--- src/verilog/hhcp_pkg.sv ---
// Overview of operation
// RL1 - Host starts write: address, direction 0
// RL2 - Acknowledge own address with direction bit
// RL3 - Register-number byte follows, device acknowledges it
// RL4 - Acknowledge every written data byte until stop
// RL5 - Sequential write advances register from start point
// RL6 - Answer only slave address 0x5A
// RL7 - Read begins with write of register number
// RL8 - Repeated start, direction 1, named register returned
// RL9 - Host ends read with not-acknowledge, stop
// RL10 - Read keeps sending while host acknowledges
// RL11 - Rotating-mass open loop: type 0, bit set
// RL12 - Linear open loop: type 1, bit set
// RL13 - Pulse input: drive frequency is input over 128
// RL14 - No pulse input: period from 7-bit field
// RL15 - Calibration ignores linear-only inputs for rotating mass
// RL16 - Calibration end overwrites result registers
// RL17 - Write 0x07 to mode: wake, calibrate mode
// RL18 - Launch bit starts calibration, clears when done
// RL19 - Fault flag reports calibration outcome
// RL20 - Host configures calibration inputs beforehand
// RL21 - Host raises enable pin before calibration writes
// RL22 - Registers kept in idle or enable low
// RL23 - Fuse memory programs only once
// RL24 - Fuse program write; status reads 1 after
// RL25 - Reset reloads fuse values into fuse registers
// RL26 - Foreign address: data line stays released
// RL27 - Read pointer advances after each sent byte
`default_nettype none
package hhcp_pkg;
  // Bus address and timing
  localparam logic [6:0] SLAVE_ADDR = 7'h5A;
  localparam int unsigned CLK_PERIOD_NS = 40;
  localparam int unsigned CAL_TIME_US = 1000;
  localparam int unsigned CAL_CYC = CAL_TIME_US * 1000 / CLK_PERIOD_NS;
  localparam int unsigned OL_UNIT_NS = 100;
  localparam logic [7:0] OL_UNIT_CYC = 8'((OL_UNIT_NS + CLK_PERIOD_NS - 1) / CLK_PERIOD_NS);
  localparam int unsigned PWM_DIV = 128;
  localparam logic [5:0] PWM_HALF_M1 = 6'(PWM_DIV / 2 - 1);

  // Register offsets
  localparam logic [7:0] REG_STATUS = 8'h00;
  localparam logic [7:0] REG_MODE = 8'h01;
  localparam logic [7:0] REG_LAUNCH = 8'h0C;
  localparam logic [7:0] REG_RATED = 8'h16;
  localparam logic [7:0] REG_FB_CTRL = 8'h1A;
  localparam logic [7:0] REG_CTRL1 = 8'h1B;
  localparam logic [7:0] REG_CTRL2 = 8'h1C;
  localparam logic [7:0] REG_CTRL3 = 8'h1D;
  localparam logic [7:0] REG_FUSE = 8'h1E;
  localparam logic [7:0] REG_OL_PERIOD = 8'h20;

  // Field positions
  localparam int unsigned STATUS_FAULT_BIT = 3;
  localparam int unsigned MODE_RESET_BIT = 7;
  localparam int unsigned MODE_STANDBY_BIT = 6;
  localparam int unsigned LAUNCH_BIT = 0;
  localparam int unsigned FB_TYPE_BIT = 7;
  localparam int unsigned CTRL3_RM_OL_BIT = 5;
  localparam int unsigned CTRL3_ANALOG_BIT = 1;
  localparam int unsigned CTRL3_LRA_OL_BIT = 0;
  localparam int unsigned FUSE_STATUS_BIT = 2;
  localparam int unsigned FUSE_PROG_BIT = 0;

  // Fuse-backed word indices within 0x16..0x1A
  localparam int unsigned OTP_WORDS = 5;
  localparam int unsigned OTP_RATED = 0;
  localparam int unsigned OTP_CLAMP = 1;
  localparam int unsigned OTP_COMP = 2;
  localparam int unsigned OTP_BEMF = 3;
  localparam int unsigned OTP_FB = 4;

  // Operating modes
  localparam logic [2:0] MODE_PWM = 3'h3;
  localparam logic [2:0] MODE_CAL = 3'h7;

  // Reset values
  localparam logic [7:0] MODE_RST = 8'h40;
  localparam logic [7:0] CTRL_RST = 8'h00;
  localparam logic [6:0] PERIOD_RST = 7'h00;
  localparam logic [3:0] SYNC_RST = 4'h3;

  typedef logic [OTP_WORDS-1:0][7:0] hhcp_fuse_t;
  localparam hhcp_fuse_t OTP_RST = '0;

  typedef enum logic [3:0] {
    ST_IDLE = 4'h0,
    ST_ADDR = 4'h1,
    ST_ADDR_ACK = 4'h2,
    ST_REG = 4'h3,
    ST_REG_ACK = 4'h4,
    ST_WDATA = 4'h5,
    ST_WDATA_ACK = 4'h6,
    ST_RDATA = 4'h7,
    ST_RDATA_ACK = 4'h8
  } hhcp_state_e;
endpackage
`default_nettype wire

--- src/verilog/hhcp_fuse_if.sv ---
`default_nettype none
interface hhcp_fuse_if;
  logic prog;
  hhcp_pkg::hhcp_fuse_t wdata;
  hhcp_pkg::hhcp_fuse_t rdata;
  logic programmed;
  modport ctrl (output prog, output wdata, input rdata, input programmed);
  modport mem (input prog, input wdata, output rdata, output programmed);
endinterface
`default_nettype wire

--- src/verilog/hhcp_fuse_mem.sv ---
`default_nettype none
module hhcp_fuse_mem (
  input wire logic clk_sys,
  input wire logic fuse_init_n,
  hhcp_fuse_if.mem fuse
);
  hhcp_pkg::hhcp_fuse_t cells_reg;
  hhcp_pkg::hhcp_fuse_t rdata_reg;
  logic burnt_reg;

  // One-shot burn; blank state only from the factory init pin
  always_ff @(posedge clk_sys or negedge fuse_init_n) begin
    if (!fuse_init_n) begin
      cells_reg <= hhcp_pkg::OTP_RST;
      burnt_reg <= 1'b0;
    end else if (fuse.prog && !burnt_reg) begin // RL23
      cells_reg <= fuse.wdata;
      burnt_reg <= 1'b1;
    end
  end

  // Registered read port
  always_ff @(posedge clk_sys or negedge fuse_init_n) begin
    if (!fuse_init_n) begin
      rdata_reg <= hhcp_pkg::OTP_RST;
    end else begin
      rdata_reg <= cells_reg;
    end
  end

  assign fuse.rdata = rdata_reg;
  assign fuse.programmed = burnt_reg;

  AST_FUSE_ONCE: assert property ( // RL23
    @(posedge clk_sys) disable iff (!fuse_init_n)
    burnt_reg |=> ($stable(cells_reg) && burnt_reg)
  ) else $error("fuse cells changed after programming");
endmodule
`default_nettype wire

--- src/verilog/hhcp_top.sv ---
`default_nettype none
module hhcp_top #(
  parameter int unsigned CAL_CYCLES = hhcp_pkg::CAL_CYC
) (
  input wire logic clk_sys,
  input wire logic rst_n,
  input wire logic fuse_init_n,
  input wire logic scl_in,
  input wire logic sda_in,
  output logic sda_out,
  output logic sda_oe_n,
  input wire logic en_pin,
  input wire logic pwm_in,
  output logic rm_ol_active,
  output logic lra_ol_active,
  output logic lra_drive_clk,
  output logic cal_busy,
  output logic standby_out
);
  localparam int unsigned CAL_W = $clog2(CAL_CYCLES + 1);

  logic [3:0] sync1_reg, sync2_reg, sync3_reg;
  logic scl, sda, scl_rise, scl_fall, start_det, stop_det, en_s, pwm_rise;
  hhcp_pkg::hhcp_state_e state_reg, state_next;
  logic [3:0] bitcnt_reg, bitcnt_next;
  logic [7:0] shift_reg, shift_next, ptr_reg, ptr_next, rd_data;
  logic rw_reg, rw_next, nack_reg, nack_next, oe_n_reg, oe_n_next, wr_en;
  logic addr_match;
  logic [7:0] mode_reg, ctrl1_reg, ctrl2_reg, ctrl3_reg, status_val, otp_off;
  logic [6:0] period_reg;
  logic launch_reg, fault_reg, sw_rst_reg, load_pend_reg, load_go_reg;
  hhcp_pkg::hhcp_fuse_t otp_reg;
  logic [2:0] otp_idx;
  logic otp_hit, wr_mode, wr_launch, wr_otp, wr_ctrl1, wr_ctrl2, wr_ctrl3, wr_fuse, wr_period;
  logic is_lra, cal_start, cal_done, cal_busy_reg, cal_fault;
  logic [CAL_W-1:0] cal_cnt_reg;
  logic [7:0] lra_term, cal_comp, cal_bemf;
  logic [5:0] pwm_cnt_reg;
  logic [7:0] unit_cnt_reg;
  logic [6:0] per_cnt_reg;
  logic pwm_phase_reg, ol_phase_reg, unit_tick, pwm_in_use;
  logic rm_ol_reg, lra_ol_reg, lra_clk_reg;

  hhcp_fuse_if fuse_bus ();

  hhcp_fuse_mem u_fuse (
    .clk_sys(clk_sys),
    .fuse_init_n(fuse_init_n),
    .fuse(fuse_bus.mem)
  );

  // Pin synchronisers: scl, sda, enable, pulse input
  always_ff @(posedge clk_sys or negedge rst_n) begin
    if (!rst_n) begin
      sync1_reg <= hhcp_pkg::SYNC_RST;
      sync2_reg <= hhcp_pkg::SYNC_RST;
      sync3_reg <= hhcp_pkg::SYNC_RST;
    end else begin
      sync1_reg <= {pwm_in, en_pin, sda_in, scl_in};
      sync2_reg <= sync1_reg;
      sync3_reg <= sync2_reg;
    end
  end

  // Bus edge and condition detection
  assign scl = sync2_reg[0];
  assign sda = sync2_reg[1];
  assign en_s = sync2_reg[2];
  assign scl_rise = scl && !sync3_reg[0];
  assign scl_fall = !scl && sync3_reg[0];
  assign start_det = scl && sync3_reg[0] && sync3_reg[1] && !sda;
  assign stop_det = scl && sync3_reg[0] && !sync3_reg[1] && sda;
  assign pwm_rise = sync2_reg[3] && !sync3_reg[3];
  assign addr_match = (shift_reg[7:1] == hhcp_pkg::SLAVE_ADDR); // RL6

  // Slave sequencer: address, register number, write and read bytes
  always_comb begin
    state_next = state_reg;
    bitcnt_next = bitcnt_reg;
    shift_next = shift_reg;
    ptr_next = ptr_reg;
    rw_next = rw_reg;
    nack_next = nack_reg;
    oe_n_next = oe_n_reg;
    wr_en = 1'b0;
    if (start_det) begin
      state_next = hhcp_pkg::ST_ADDR;
      bitcnt_next = 4'h0;
      oe_n_next = 1'b1;
    end else if (stop_det) begin
      state_next = hhcp_pkg::ST_IDLE;
      oe_n_next = 1'b1;
    end else begin
      unique case (state_reg)
        hhcp_pkg::ST_IDLE: begin
          oe_n_next = 1'b1;
        end
        hhcp_pkg::ST_ADDR, hhcp_pkg::ST_REG, hhcp_pkg::ST_WDATA: begin
          if (scl_rise && bitcnt_reg != 4'h8) begin
            shift_next = {shift_reg[6:0], sda};
            bitcnt_next = bitcnt_reg + 4'h1;
          end else if (scl_fall && bitcnt_reg == 4'h8) begin
            bitcnt_next = 4'h0;
            if (state_reg == hhcp_pkg::ST_ADDR) begin
              if (addr_match) begin
                state_next = hhcp_pkg::ST_ADDR_ACK; // RL2
                rw_next = shift_reg[0];
                oe_n_next = 1'b0;
              end else begin
                state_next = hhcp_pkg::ST_IDLE; // RL26
              end
            end else if (state_reg == hhcp_pkg::ST_REG) begin
              state_next = hhcp_pkg::ST_REG_ACK; // RL3
              ptr_next = shift_reg;
              oe_n_next = 1'b0;
            end else begin
              state_next = hhcp_pkg::ST_WDATA_ACK; // RL4
              wr_en = 1'b1;
              ptr_next = ptr_reg + 8'h01; // RL5
              oe_n_next = 1'b0;
            end
          end
        end
        hhcp_pkg::ST_ADDR_ACK, hhcp_pkg::ST_REG_ACK, hhcp_pkg::ST_WDATA_ACK: begin
          if (scl_fall) begin
            if (state_reg == hhcp_pkg::ST_ADDR_ACK && rw_reg) begin
              state_next = hhcp_pkg::ST_RDATA; // RL8
              shift_next = rd_data;
              oe_n_next = rd_data[7];
            end else begin
              state_next = (state_reg == hhcp_pkg::ST_ADDR_ACK) ?
                hhcp_pkg::ST_REG : hhcp_pkg::ST_WDATA;
              oe_n_next = 1'b1;
            end
          end
        end
        hhcp_pkg::ST_RDATA: begin
          if (scl_fall) begin
            if (bitcnt_reg == 4'h7) begin
              state_next = hhcp_pkg::ST_RDATA_ACK;
              oe_n_next = 1'b1;
              ptr_next = ptr_reg + 8'h01; // RL27
              bitcnt_next = 4'h0;
            end else begin
              shift_next = {shift_reg[6:0], 1'b0};
              oe_n_next = shift_reg[6];
              bitcnt_next = bitcnt_reg + 4'h1;
            end
          end
        end
        hhcp_pkg::ST_RDATA_ACK: begin
          if (scl_rise) begin
            nack_next = sda;
          end else if (scl_fall) begin
            if (nack_reg) begin
              state_next = hhcp_pkg::ST_IDLE;
            end else begin
              state_next = hhcp_pkg::ST_RDATA; // RL10
              shift_next = rd_data;
              oe_n_next = rd_data[7];
            end
          end
        end
        default: begin
          state_next = hhcp_pkg::ST_IDLE;
          oe_n_next = 1'b1;
        end
      endcase
    end
  end

  // Sequencer state
  always_ff @(posedge clk_sys or negedge rst_n) begin
    if (!rst_n) begin
      state_reg <= hhcp_pkg::ST_IDLE;
      bitcnt_reg <= 4'h0;
      shift_reg <= 8'h00;
      ptr_reg <= 8'h00;
      rw_reg <= 1'b0;
      nack_reg <= 1'b0;
      oe_n_reg <= 1'b1;
    end else begin
      state_reg <= state_next;
      bitcnt_reg <= bitcnt_next;
      shift_reg <= shift_next;
      ptr_reg <= ptr_next;
      rw_reg <= rw_next;
      nack_reg <= nack_next;
      oe_n_reg <= oe_n_next;
    end
  end

  assign sda_out = 1'b0;
  assign sda_oe_n = oe_n_reg;

  // Write decode; wr_en carries the byte still in shift_reg
  assign otp_off = ptr_reg - hhcp_pkg::REG_RATED;
  assign otp_idx = otp_off[2:0];
  assign otp_hit = (ptr_reg >= hhcp_pkg::REG_RATED) && (ptr_reg <= hhcp_pkg::REG_FB_CTRL);
  assign wr_mode = wr_en && ptr_reg == hhcp_pkg::REG_MODE;
  assign wr_launch = wr_en && ptr_reg == hhcp_pkg::REG_LAUNCH;
  assign wr_otp = wr_en && otp_hit;
  assign wr_ctrl1 = wr_en && ptr_reg == hhcp_pkg::REG_CTRL1;
  assign wr_ctrl2 = wr_en && ptr_reg == hhcp_pkg::REG_CTRL2;
  assign wr_ctrl3 = wr_en && ptr_reg == hhcp_pkg::REG_CTRL3;
  assign wr_fuse = wr_en && ptr_reg == hhcp_pkg::REG_FUSE;
  assign wr_period = wr_en && ptr_reg == hhcp_pkg::REG_OL_PERIOD;

  // Read select; unmapped offsets read zero
  assign status_val = {4'h0, fault_reg, 3'h0};
  assign rd_data = (ptr_reg == hhcp_pkg::REG_STATUS) ? status_val :
                   (ptr_reg == hhcp_pkg::REG_MODE) ? mode_reg :
                   (ptr_reg == hhcp_pkg::REG_LAUNCH) ? {7'h00, launch_reg} :
                   otp_hit ? otp_reg[otp_idx] :
                   (ptr_reg == hhcp_pkg::REG_CTRL1) ? ctrl1_reg :
                   (ptr_reg == hhcp_pkg::REG_CTRL2) ? ctrl2_reg :
                   (ptr_reg == hhcp_pkg::REG_CTRL3) ? ctrl3_reg :
                   (ptr_reg == hhcp_pkg::REG_FUSE) ? {5'h00, fuse_bus.programmed, 2'h0} : // RL24
                   (ptr_reg == hhcp_pkg::REG_OL_PERIOD) ? {1'b0, period_reg} : 8'h00;

  // Control registers; the enable pin never clears them
  always_ff @(posedge clk_sys or negedge rst_n) begin
    if (!rst_n) begin
      mode_reg <= hhcp_pkg::MODE_RST;
      ctrl1_reg <= hhcp_pkg::CTRL_RST;
      ctrl2_reg <= hhcp_pkg::CTRL_RST;
      ctrl3_reg <= hhcp_pkg::CTRL_RST;
      period_reg <= hhcp_pkg::PERIOD_RST;
      sw_rst_reg <= 1'b0;
    end else if (sw_rst_reg) begin // RL22
      mode_reg <= hhcp_pkg::MODE_RST;
      ctrl1_reg <= hhcp_pkg::CTRL_RST;
      ctrl2_reg <= hhcp_pkg::CTRL_RST;
      ctrl3_reg <= hhcp_pkg::CTRL_RST;
      period_reg <= hhcp_pkg::PERIOD_RST;
      sw_rst_reg <= 1'b0;
    end else begin
      if (wr_mode) mode_reg <= {1'b0, shift_reg[6:0]}; // RL17
      sw_rst_reg <= wr_mode && shift_reg[hhcp_pkg::MODE_RESET_BIT];
      if (wr_ctrl1) ctrl1_reg <= shift_reg;
      if (wr_ctrl2) ctrl2_reg <= shift_reg;
      if (wr_ctrl3) ctrl3_reg <= shift_reg;
      if (wr_period) period_reg <= shift_reg[6:0];
    end
  end

  // Launch bit and fault flag
  always_ff @(posedge clk_sys or negedge rst_n) begin
    if (!rst_n) begin
      launch_reg <= 1'b0;
      fault_reg <= 1'b0;
    end else if (sw_rst_reg) begin
      launch_reg <= 1'b0;
      fault_reg <= 1'b0;
    end else begin
      if (wr_launch) launch_reg <= shift_reg[hhcp_pkg::LAUNCH_BIT];
      else if (cal_done) launch_reg <= 1'b0; // RL18
      if (cal_done) fault_reg <= cal_fault; // RL19
    end
  end

  // Fuse reload one cycle after hardware reset release, two cycles after soft reset
  always_ff @(posedge clk_sys or negedge rst_n) begin
    if (!rst_n) begin
      load_pend_reg <= 1'b1;
      load_go_reg <= 1'b0;
    end else begin
      load_pend_reg <= sw_rst_reg;
      load_go_reg <= load_pend_reg;
    end
  end

  // Fuse-backed registers 0x16..0x1A
  always_ff @(posedge clk_sys or negedge rst_n) begin
    if (!rst_n) begin
      otp_reg <= hhcp_pkg::OTP_RST;
    end else if (load_go_reg) begin
      otp_reg <= fuse_bus.programmed ? fuse_bus.rdata : hhcp_pkg::OTP_RST; // RL25
    end else if (cal_done) begin
      otp_reg[hhcp_pkg::OTP_COMP] <= cal_comp; // RL16
      otp_reg[hhcp_pkg::OTP_BEMF] <= cal_bemf;
      otp_reg[hhcp_pkg::OTP_FB][1:0] <= is_lra ? 2'h2 : 2'h1;
    end else if (wr_otp) begin
      otp_reg[otp_idx] <= shift_reg;
    end
  end

  assign fuse_bus.prog = wr_fuse && shift_reg[hhcp_pkg::FUSE_PROG_BIT]; // RL24
  assign fuse_bus.wdata = otp_reg;

  // Calibration engine
  assign is_lra = otp_reg[hhcp_pkg::OTP_FB][hhcp_pkg::FB_TYPE_BIT];
  assign cal_start = launch_reg && !cal_busy_reg && en_s && // RL21
                     mode_reg[2:0] == hhcp_pkg::MODE_CAL &&
                     !mode_reg[hhcp_pkg::MODE_STANDBY_BIT];
  assign cal_done = cal_busy_reg && cal_cnt_reg == CAL_W'(CAL_CYCLES - 1);
  assign lra_term = is_lra ? {3'h0, ctrl1_reg[4:0]} : 8'h00; // RL15
  assign cal_comp = otp_reg[hhcp_pkg::OTP_RATED] + {5'h00, otp_reg[hhcp_pkg::OTP_FB][6:4]};
  assign cal_bemf = otp_reg[hhcp_pkg::OTP_RATED] + lra_term;
  assign cal_fault = otp_reg[hhcp_pkg::OTP_CLAMP] < otp_reg[hhcp_pkg::OTP_RATED];

  always_ff @(posedge clk_sys or negedge rst_n) begin
    if (!rst_n) begin
      cal_busy_reg <= 1'b0;
      cal_cnt_reg <= '0;
    end else if (cal_start) begin
      cal_busy_reg <= 1'b1; // RL18
      cal_cnt_reg <= '0;
    end else if (cal_busy_reg) begin
      cal_busy_reg <= !cal_done;
      cal_cnt_reg <= cal_cnt_reg + CAL_W'(1);
    end
  end

  // Open-loop drive clock: pulse input over 128, or period field
  assign pwm_in_use = mode_reg[2:0] == hhcp_pkg::MODE_PWM &&
                      !ctrl3_reg[hhcp_pkg::CTRL3_ANALOG_BIT];
  assign unit_tick = unit_cnt_reg == hhcp_pkg::OL_UNIT_CYC - 8'h01;

  always_ff @(posedge clk_sys or negedge rst_n) begin
    if (!rst_n) begin
      pwm_cnt_reg <= 6'h00;
      pwm_phase_reg <= 1'b0;
    end else if (pwm_rise) begin
      pwm_cnt_reg <= pwm_cnt_reg + 6'h01;
      if (pwm_cnt_reg == hhcp_pkg::PWM_HALF_M1) pwm_phase_reg <= !pwm_phase_reg; // RL13
    end
  end

  always_ff @(posedge clk_sys or negedge rst_n) begin
    if (!rst_n) begin
      unit_cnt_reg <= 8'h00;
      per_cnt_reg <= 7'h00;
      ol_phase_reg <= 1'b0;
    end else begin
      unit_cnt_reg <= unit_tick ? 8'h00 : unit_cnt_reg + 8'h01;
      if (unit_tick && period_reg != 7'h00) begin
        if (per_cnt_reg + 7'h01 >= period_reg) begin
          per_cnt_reg <= 7'h00;
          ol_phase_reg <= !ol_phase_reg; // RL14
        end else begin
          per_cnt_reg <= per_cnt_reg + 7'h01;
        end
      end
    end
  end

  // Registered mode outputs
  always_ff @(posedge clk_sys or negedge rst_n) begin
    if (!rst_n) begin
      rm_ol_reg <= 1'b0;
      lra_ol_reg <= 1'b0;
      lra_clk_reg <= 1'b0;
    end else begin
      rm_ol_reg <= !is_lra && ctrl3_reg[hhcp_pkg::CTRL3_RM_OL_BIT]; // RL11
      lra_ol_reg <= is_lra && ctrl3_reg[hhcp_pkg::CTRL3_LRA_OL_BIT]; // RL12
      lra_clk_reg <= lra_ol_reg && (pwm_in_use ? pwm_phase_reg : ol_phase_reg);
    end
  end

  assign rm_ol_active = rm_ol_reg;
  assign lra_ol_active = lra_ol_reg;
  assign lra_drive_clk = lra_clk_reg;
  assign cal_busy = cal_busy_reg;
  assign standby_out = mode_reg[hhcp_pkg::MODE_STANDBY_BIT];

  AST_ADDR_ACK: assert property ( // RL2
    @(posedge clk_sys) disable iff (!rst_n)
    (state_reg == hhcp_pkg::ST_ADDR_ACK) |-> (sda_oe_n == 1'b0)
  ) else $error("address acknowledge not driven");

  AST_FOREIGN_ADDR: assert property ( // RL26
    @(posedge clk_sys) disable iff (!rst_n)
    (state_reg == hhcp_pkg::ST_ADDR && scl_fall && bitcnt_reg == 4'h8 && !addr_match &&
     !start_det && !stop_det) |=> (state_reg == hhcp_pkg::ST_IDLE && sda_oe_n)
  ) else $error("foreign address was answered");

  AST_WRITE_ADVANCE: assert property ( // RL5
    @(posedge clk_sys) disable iff (!rst_n)
    wr_en |=> (ptr_reg == $past(ptr_reg) + 8'h01 && state_reg == hhcp_pkg::ST_WDATA_ACK)
  ) else $error("write pointer did not advance");

  AST_READ_ADVANCE: assert property ( // RL27
    @(posedge clk_sys) disable iff (!rst_n)
    (state_reg == hhcp_pkg::ST_RDATA && scl_fall && bitcnt_reg == 4'h7 && !start_det &&
     !stop_det) |=> (ptr_reg == $past(ptr_reg) + 8'h01 && sda_oe_n)
  ) else $error("read pointer did not advance");

  AST_RM_OPEN_LOOP: assert property ( // RL11
    @(posedge clk_sys) disable iff (!rst_n)
    (wr_ctrl3 && shift_reg[hhcp_pkg::CTRL3_RM_OL_BIT] && !is_lra && !wr_otp && !sw_rst_reg &&
     !load_go_reg) |=> ##1 rm_ol_active
  ) else $error("rotating-mass open loop not entered");

  AST_MODE_WAKE: assert property ( // RL17
    @(posedge clk_sys) disable iff (!rst_n)
    (wr_mode && shift_reg == 8'h07 && !sw_rst_reg) |=>
      (mode_reg[2:0] == hhcp_pkg::MODE_CAL && !standby_out)
  ) else $error("mode write 0x07 did not select calibration");

  AST_LAUNCH_CLEAR: assert property ( // RL18
    @(posedge clk_sys) disable iff (!rst_n)
    (cal_done && !wr_launch && !sw_rst_reg) |=> (!launch_reg && !cal_busy)
  ) else $error("launch bit not cleared at calibration end");

  AST_CAL_ERM: assert property ( // RL15
    @(posedge clk_sys) disable iff (!rst_n)
    (cal_done && !is_lra && !load_go_reg) |=>
      (otp_reg[hhcp_pkg::OTP_BEMF] == $past(otp_reg[hhcp_pkg::OTP_RATED]))
  ) else $error("linear-only input used for rotating mass");

  AST_FAULT_FLAG: assert property ( // RL19
    @(posedge clk_sys) disable iff (!rst_n)
    (cal_done && !sw_rst_reg) |=> (fault_reg == $past(cal_fault))
  ) else $error("fault flag does not match calibration");

  AST_FUSE_STATUS: assert property ( // RL24
    @(posedge clk_sys) disable iff (!rst_n)
    fuse_bus.prog |=> ##1 fuse_bus.programmed [*3]
  ) else $error("fuse status did not read one");
endmodule
`default_nettype wire
--- config.mk ---
export PLATFORM = sky130hd
export DESIGN_NAME = hhcp_top
export DESIGN_NICKNAME = d
export VERILOG_FILES = /design/src/verilog/hhcp_pkg.sv /design/src/verilog/hhcp_fuse_if.sv /design/src/verilog/hhcp_fuse_mem.sv /design/src/verilog/hhcp_top.sv
export SDC_FILE = /design/constraint.sdc
export NUM_CORES = 1
export LEC_CHECK = 0
export BUFFER_PORTS_ARGS = -buffer_cell sky130_fd_sc_hd__buf_2
export CAP_MARGIN = 20
export CORE_ASPECT_RATIO = 1.1
export CORE_MARGIN = 3
export CORE_UTILIZATION = 63
export DETAILED_ROUTE_END_ITERATION = 7
export PLACE_DENSITY = 0.8
export SYNTH_ARGS = -nofsm -noshare
export SYNTH_HDL_FRONTEND = slang
export SYNTH_SLANG_ARGS = --single-unit
--- constraint.sdc ---
create_clock -name clk_sys -period 4.13 [get_ports clk_sys]
set_clock_uncertainty 0.15 [all_clocks]
set_input_delay 0.413 -clock clk_sys [delete_from_list [all_inputs] [get_ports clk_sys]]
set_output_delay 0.413 -clock clk_sys [all_outputs]
set_load 0.02 [all_outputs]
==> summary.txt <==
GRT
  – GR Util All Layers: 0.2862
  – First-pass GRT wire length: 48670 µm
  – Pin count of the biggest net entering global routing: 89
  – Antenna violations before repair: 0
  – Congestion Overflow GR: 0
  – Vias in the first global route: 9095

Drt
  – M1 WL: 12630 µm
  – DRT Wirelength: 29910 µm
  – Drt wl/cell: 20.67 µm
  – Initial DRC count: 1051
  – Antenna Violating Nets Remaining: 0
  – Routed wire length on met3: 2111 µm
  – Vias/cell: 6.440
  – Via count: 9319
  – DR pass1 iterations: 8
  – Top Metal Used: met4
  – Met2 wire len: 14170 µm
  – Residual DRC count: 0

Synth
  – Post-synth top flop: dfrtp_1
  – Number of synthesized register bits: 244
  – Cell with the most instances after synthesis: dfrtp_1
  – Sequential share of the synthesized area: 0.5029
  – Largest cells by area after synthesis: dfrtp_1 48%, mux2_2 4.4%, a21oi_1 3.7%
  – Syn_area_per_cell: 10.17 µm²
  – Mapped Area: 0.01216 mm²
  – Commonest cells post-synth: 235 x dfrtp_1, 106 x nand2_1, 91 x nor2_1
  – Warnings, synthesis: 0
  – Synthesized Nets: 1241
  – Area leader, netlist: dfrtp_1
  – Async set or reset register ratio after synthesis: 1.000
  – Synth Instances: 1196
  – EDFF count, synth: 0
  – Top-area cell type share of the netlist area: 0.4835
  – Netlist cell types: 73

Critical path
  – WP data arrival: 3.65 ns
  – Max incr delay on CP: 0.69 ns
  – Reg-to-reg critical path startpoint: state_reg[0]
  – CP Capture Type: flop
  – Worst setup path startpoint: state_reg[0]
  – Critical path's top delay family: simple AND/OR/NAND/NOR gates
  – Slowest CP cell: or4_4
  – CP Launch Type: flop
  – Worst EP required: 4.38 ns
  – Critical-path cell list: nand2b_1 -> or4_4 -> nor2_2 -> and3_2 -> buf_12 -> mux2_2
  – Critical path fanouts, max: 24
  – Crit Path Category: reg -> reg
  – Buf/Inv on CP: 1

STA
  – Max Freq: 0.2938 GHz
  – Max_slew headroom: 0.3311
  – Setup TNS: 0 ns
  – Pins Over Slew Limit: 0
  – Worst slew pin tran: 1.003 ns
  – Final setup fails: 0
  – Fin. Hold Viols: 0
  – RSZ-0062 raised after global routing: false
  – Period utilization: 0.8241
  – WHS: 0.2075 ns
  – Final Critical Period: 3.403 ns

Cells and area
  – Area grow syn2layout: 9.649%
  – Number of diodes: 0
  – Nets: 1231
  – Final Instance Count excl. Fillers: 1447
  – Layout cell share with drive strength beyond 1: 0.1179
  – Filler cells: 1358

Placed design
  – Port Buffer Count: 12
  – Hpwl dp: 19940 µm
  – Cells after DPL: 1394
  – Gp weighted congestion: 0.9940

Status
  – Status: complete, no violations

Die
  – Die X: 138.5 µm
  – Area of the die: 0.02101 mm²
  – Top Ports: 14
  – Initial core utilization: 0.6514
  – Die Height: 151.7 µm
  – Std cell rows: 52
  – Std-Cell Core Area: 0.01867 mm²

Pwr
  – Lkg Pwr: 6.070 nW
  – Power Dens Cells: 392.5 mW/mm²
  – Worst IR drop on VDD: 490.0 µV

CTS
  – CTS tree: done
  – CTS max path bufs: 3
  – Max H-tree Level: 1
  – Postcts setup bufs: 0
  – Clock Sinks: 244
  – Clk_lat worst skew: 0.53 ns
  – Clk slew on worst S/H paths: 0.06 ns
  – Root buffer cell: clkbuf_16
  – Num CTS Buffers: 25

Min path
  – HP Class: reg -> reg
  – Hold path start: sync1_reg[0]

Run
  – # Max-Cap Violations: 0
[metal layers]
layer / track usage / up-vias
met5: 0 / -
li1: - / 4281
met3: 0.04080 / 84
met2: 0.4695 / 390
met4: 0.09684 / 0
met1: 0.3988 / 4564
[cell usage in the layout (no fill, tap or decap), types with 13 or more instances in the layout]
cell / instances
dfrtp_1: 235
nand2_1: 106
nor2_1: 91
a21oi_1: 90
o21ai_0: 65
mux2_2: 48
nand3_1: 43
mux2i_1: 41
ha_1: 36
inv_1: 35
xnor2_1: 29
clkbuf_16: 25
nor2b_1: 23
nor3_1: 20
a22oi_1: 19
nand2b_1: 16
a221oi_1: 15
xor2_1: 14
buf_4: 14
a31oi_1: 13
[per-stage QoR]
| step | utilization | worst slack (ns) | total power (W) | area [µm²] |
|---|---|---|---|---|
| 4_1_cts | 0.7134 | 0.7497 | 0.005256 | 13320 |
| 3_3_place_gp | 0.6634 | 0.8978 | 0.002895 | 12390 |
| 5_1_grt | 0.7142 | 0.5415 | 0.005404 | 13340 |
| 6_report | 0.7142 | 0.7266 | 0.005234 | 13340 |
| 2_1_floorplan | - | 1.190 | 0.002736 | 12160 |
| 3_5_place_dp | 0.6634 | 0.7650 | 0.002908 | 12390 |
[layout make-up]
| cell class | count | area (µm²) | area share |
|---|---|---|---|
| Inverter | 35 | 131.4 | 0.009851 |
| Clock buffer | 40 | 792.0 | 0.05939 |
| Clock inverter | 5 | 81.33 | 0.006098 |
| Tap cell | 243 | 304.0 | 0.02280 |
| Multi-Input combinational cell | 846 | 5637 | 0.4226 |
| Sequential cell | 244 | 6117 | 0.4587 |
| Timing Repair Buffer | 34 | 274.0 | 0.02055 |
[final timing paths]
check,to,slack [ns],depth (start not counted)
setup / recovery,u_fuse.cells_reg[38],0.73,6
hold / removal,sync2_reg[0],0.21,0
setup reg to reg,u_fuse.cells_reg[38],0.73,6
hold reg to reg,sync2_reg[0],0.21,0
max in group asynchronous,bitcnt_reg[3],2.57,3
min in group asynchronous,cal_cnt_reg[14],0.36,2
[what timing repair did]
item	in CTS	in global routing
hold buffers	6	0
resized for setup	0	0
hold endpoints to repair	164	0
[power by group]
| part | switching, W | internal, W | leakage (nW) |
|---|---|---|---|
| registers | 0.000149 | 0.00245 | 3.35 |
| logic | 0.000175 | 0.000101 | 2.30 |
| clock network | 0.000927 | 0.00143 | 0.429 |
[kinds of logic after synthesis]
group                      Yosys count  synth area share
other                                1         0.0003083
DFF                                244            0.5029
and+or+nand+nor                    378            0.1551
AOI/OAI and AO/OA                  295            0.1545
muxes                               91           0.08096
adders and majority gates           38           0.04033
xor gates and xnor gates            43           0.03096
buffers and inverters              106           0.03487
(Power assumes the default switching activity.)
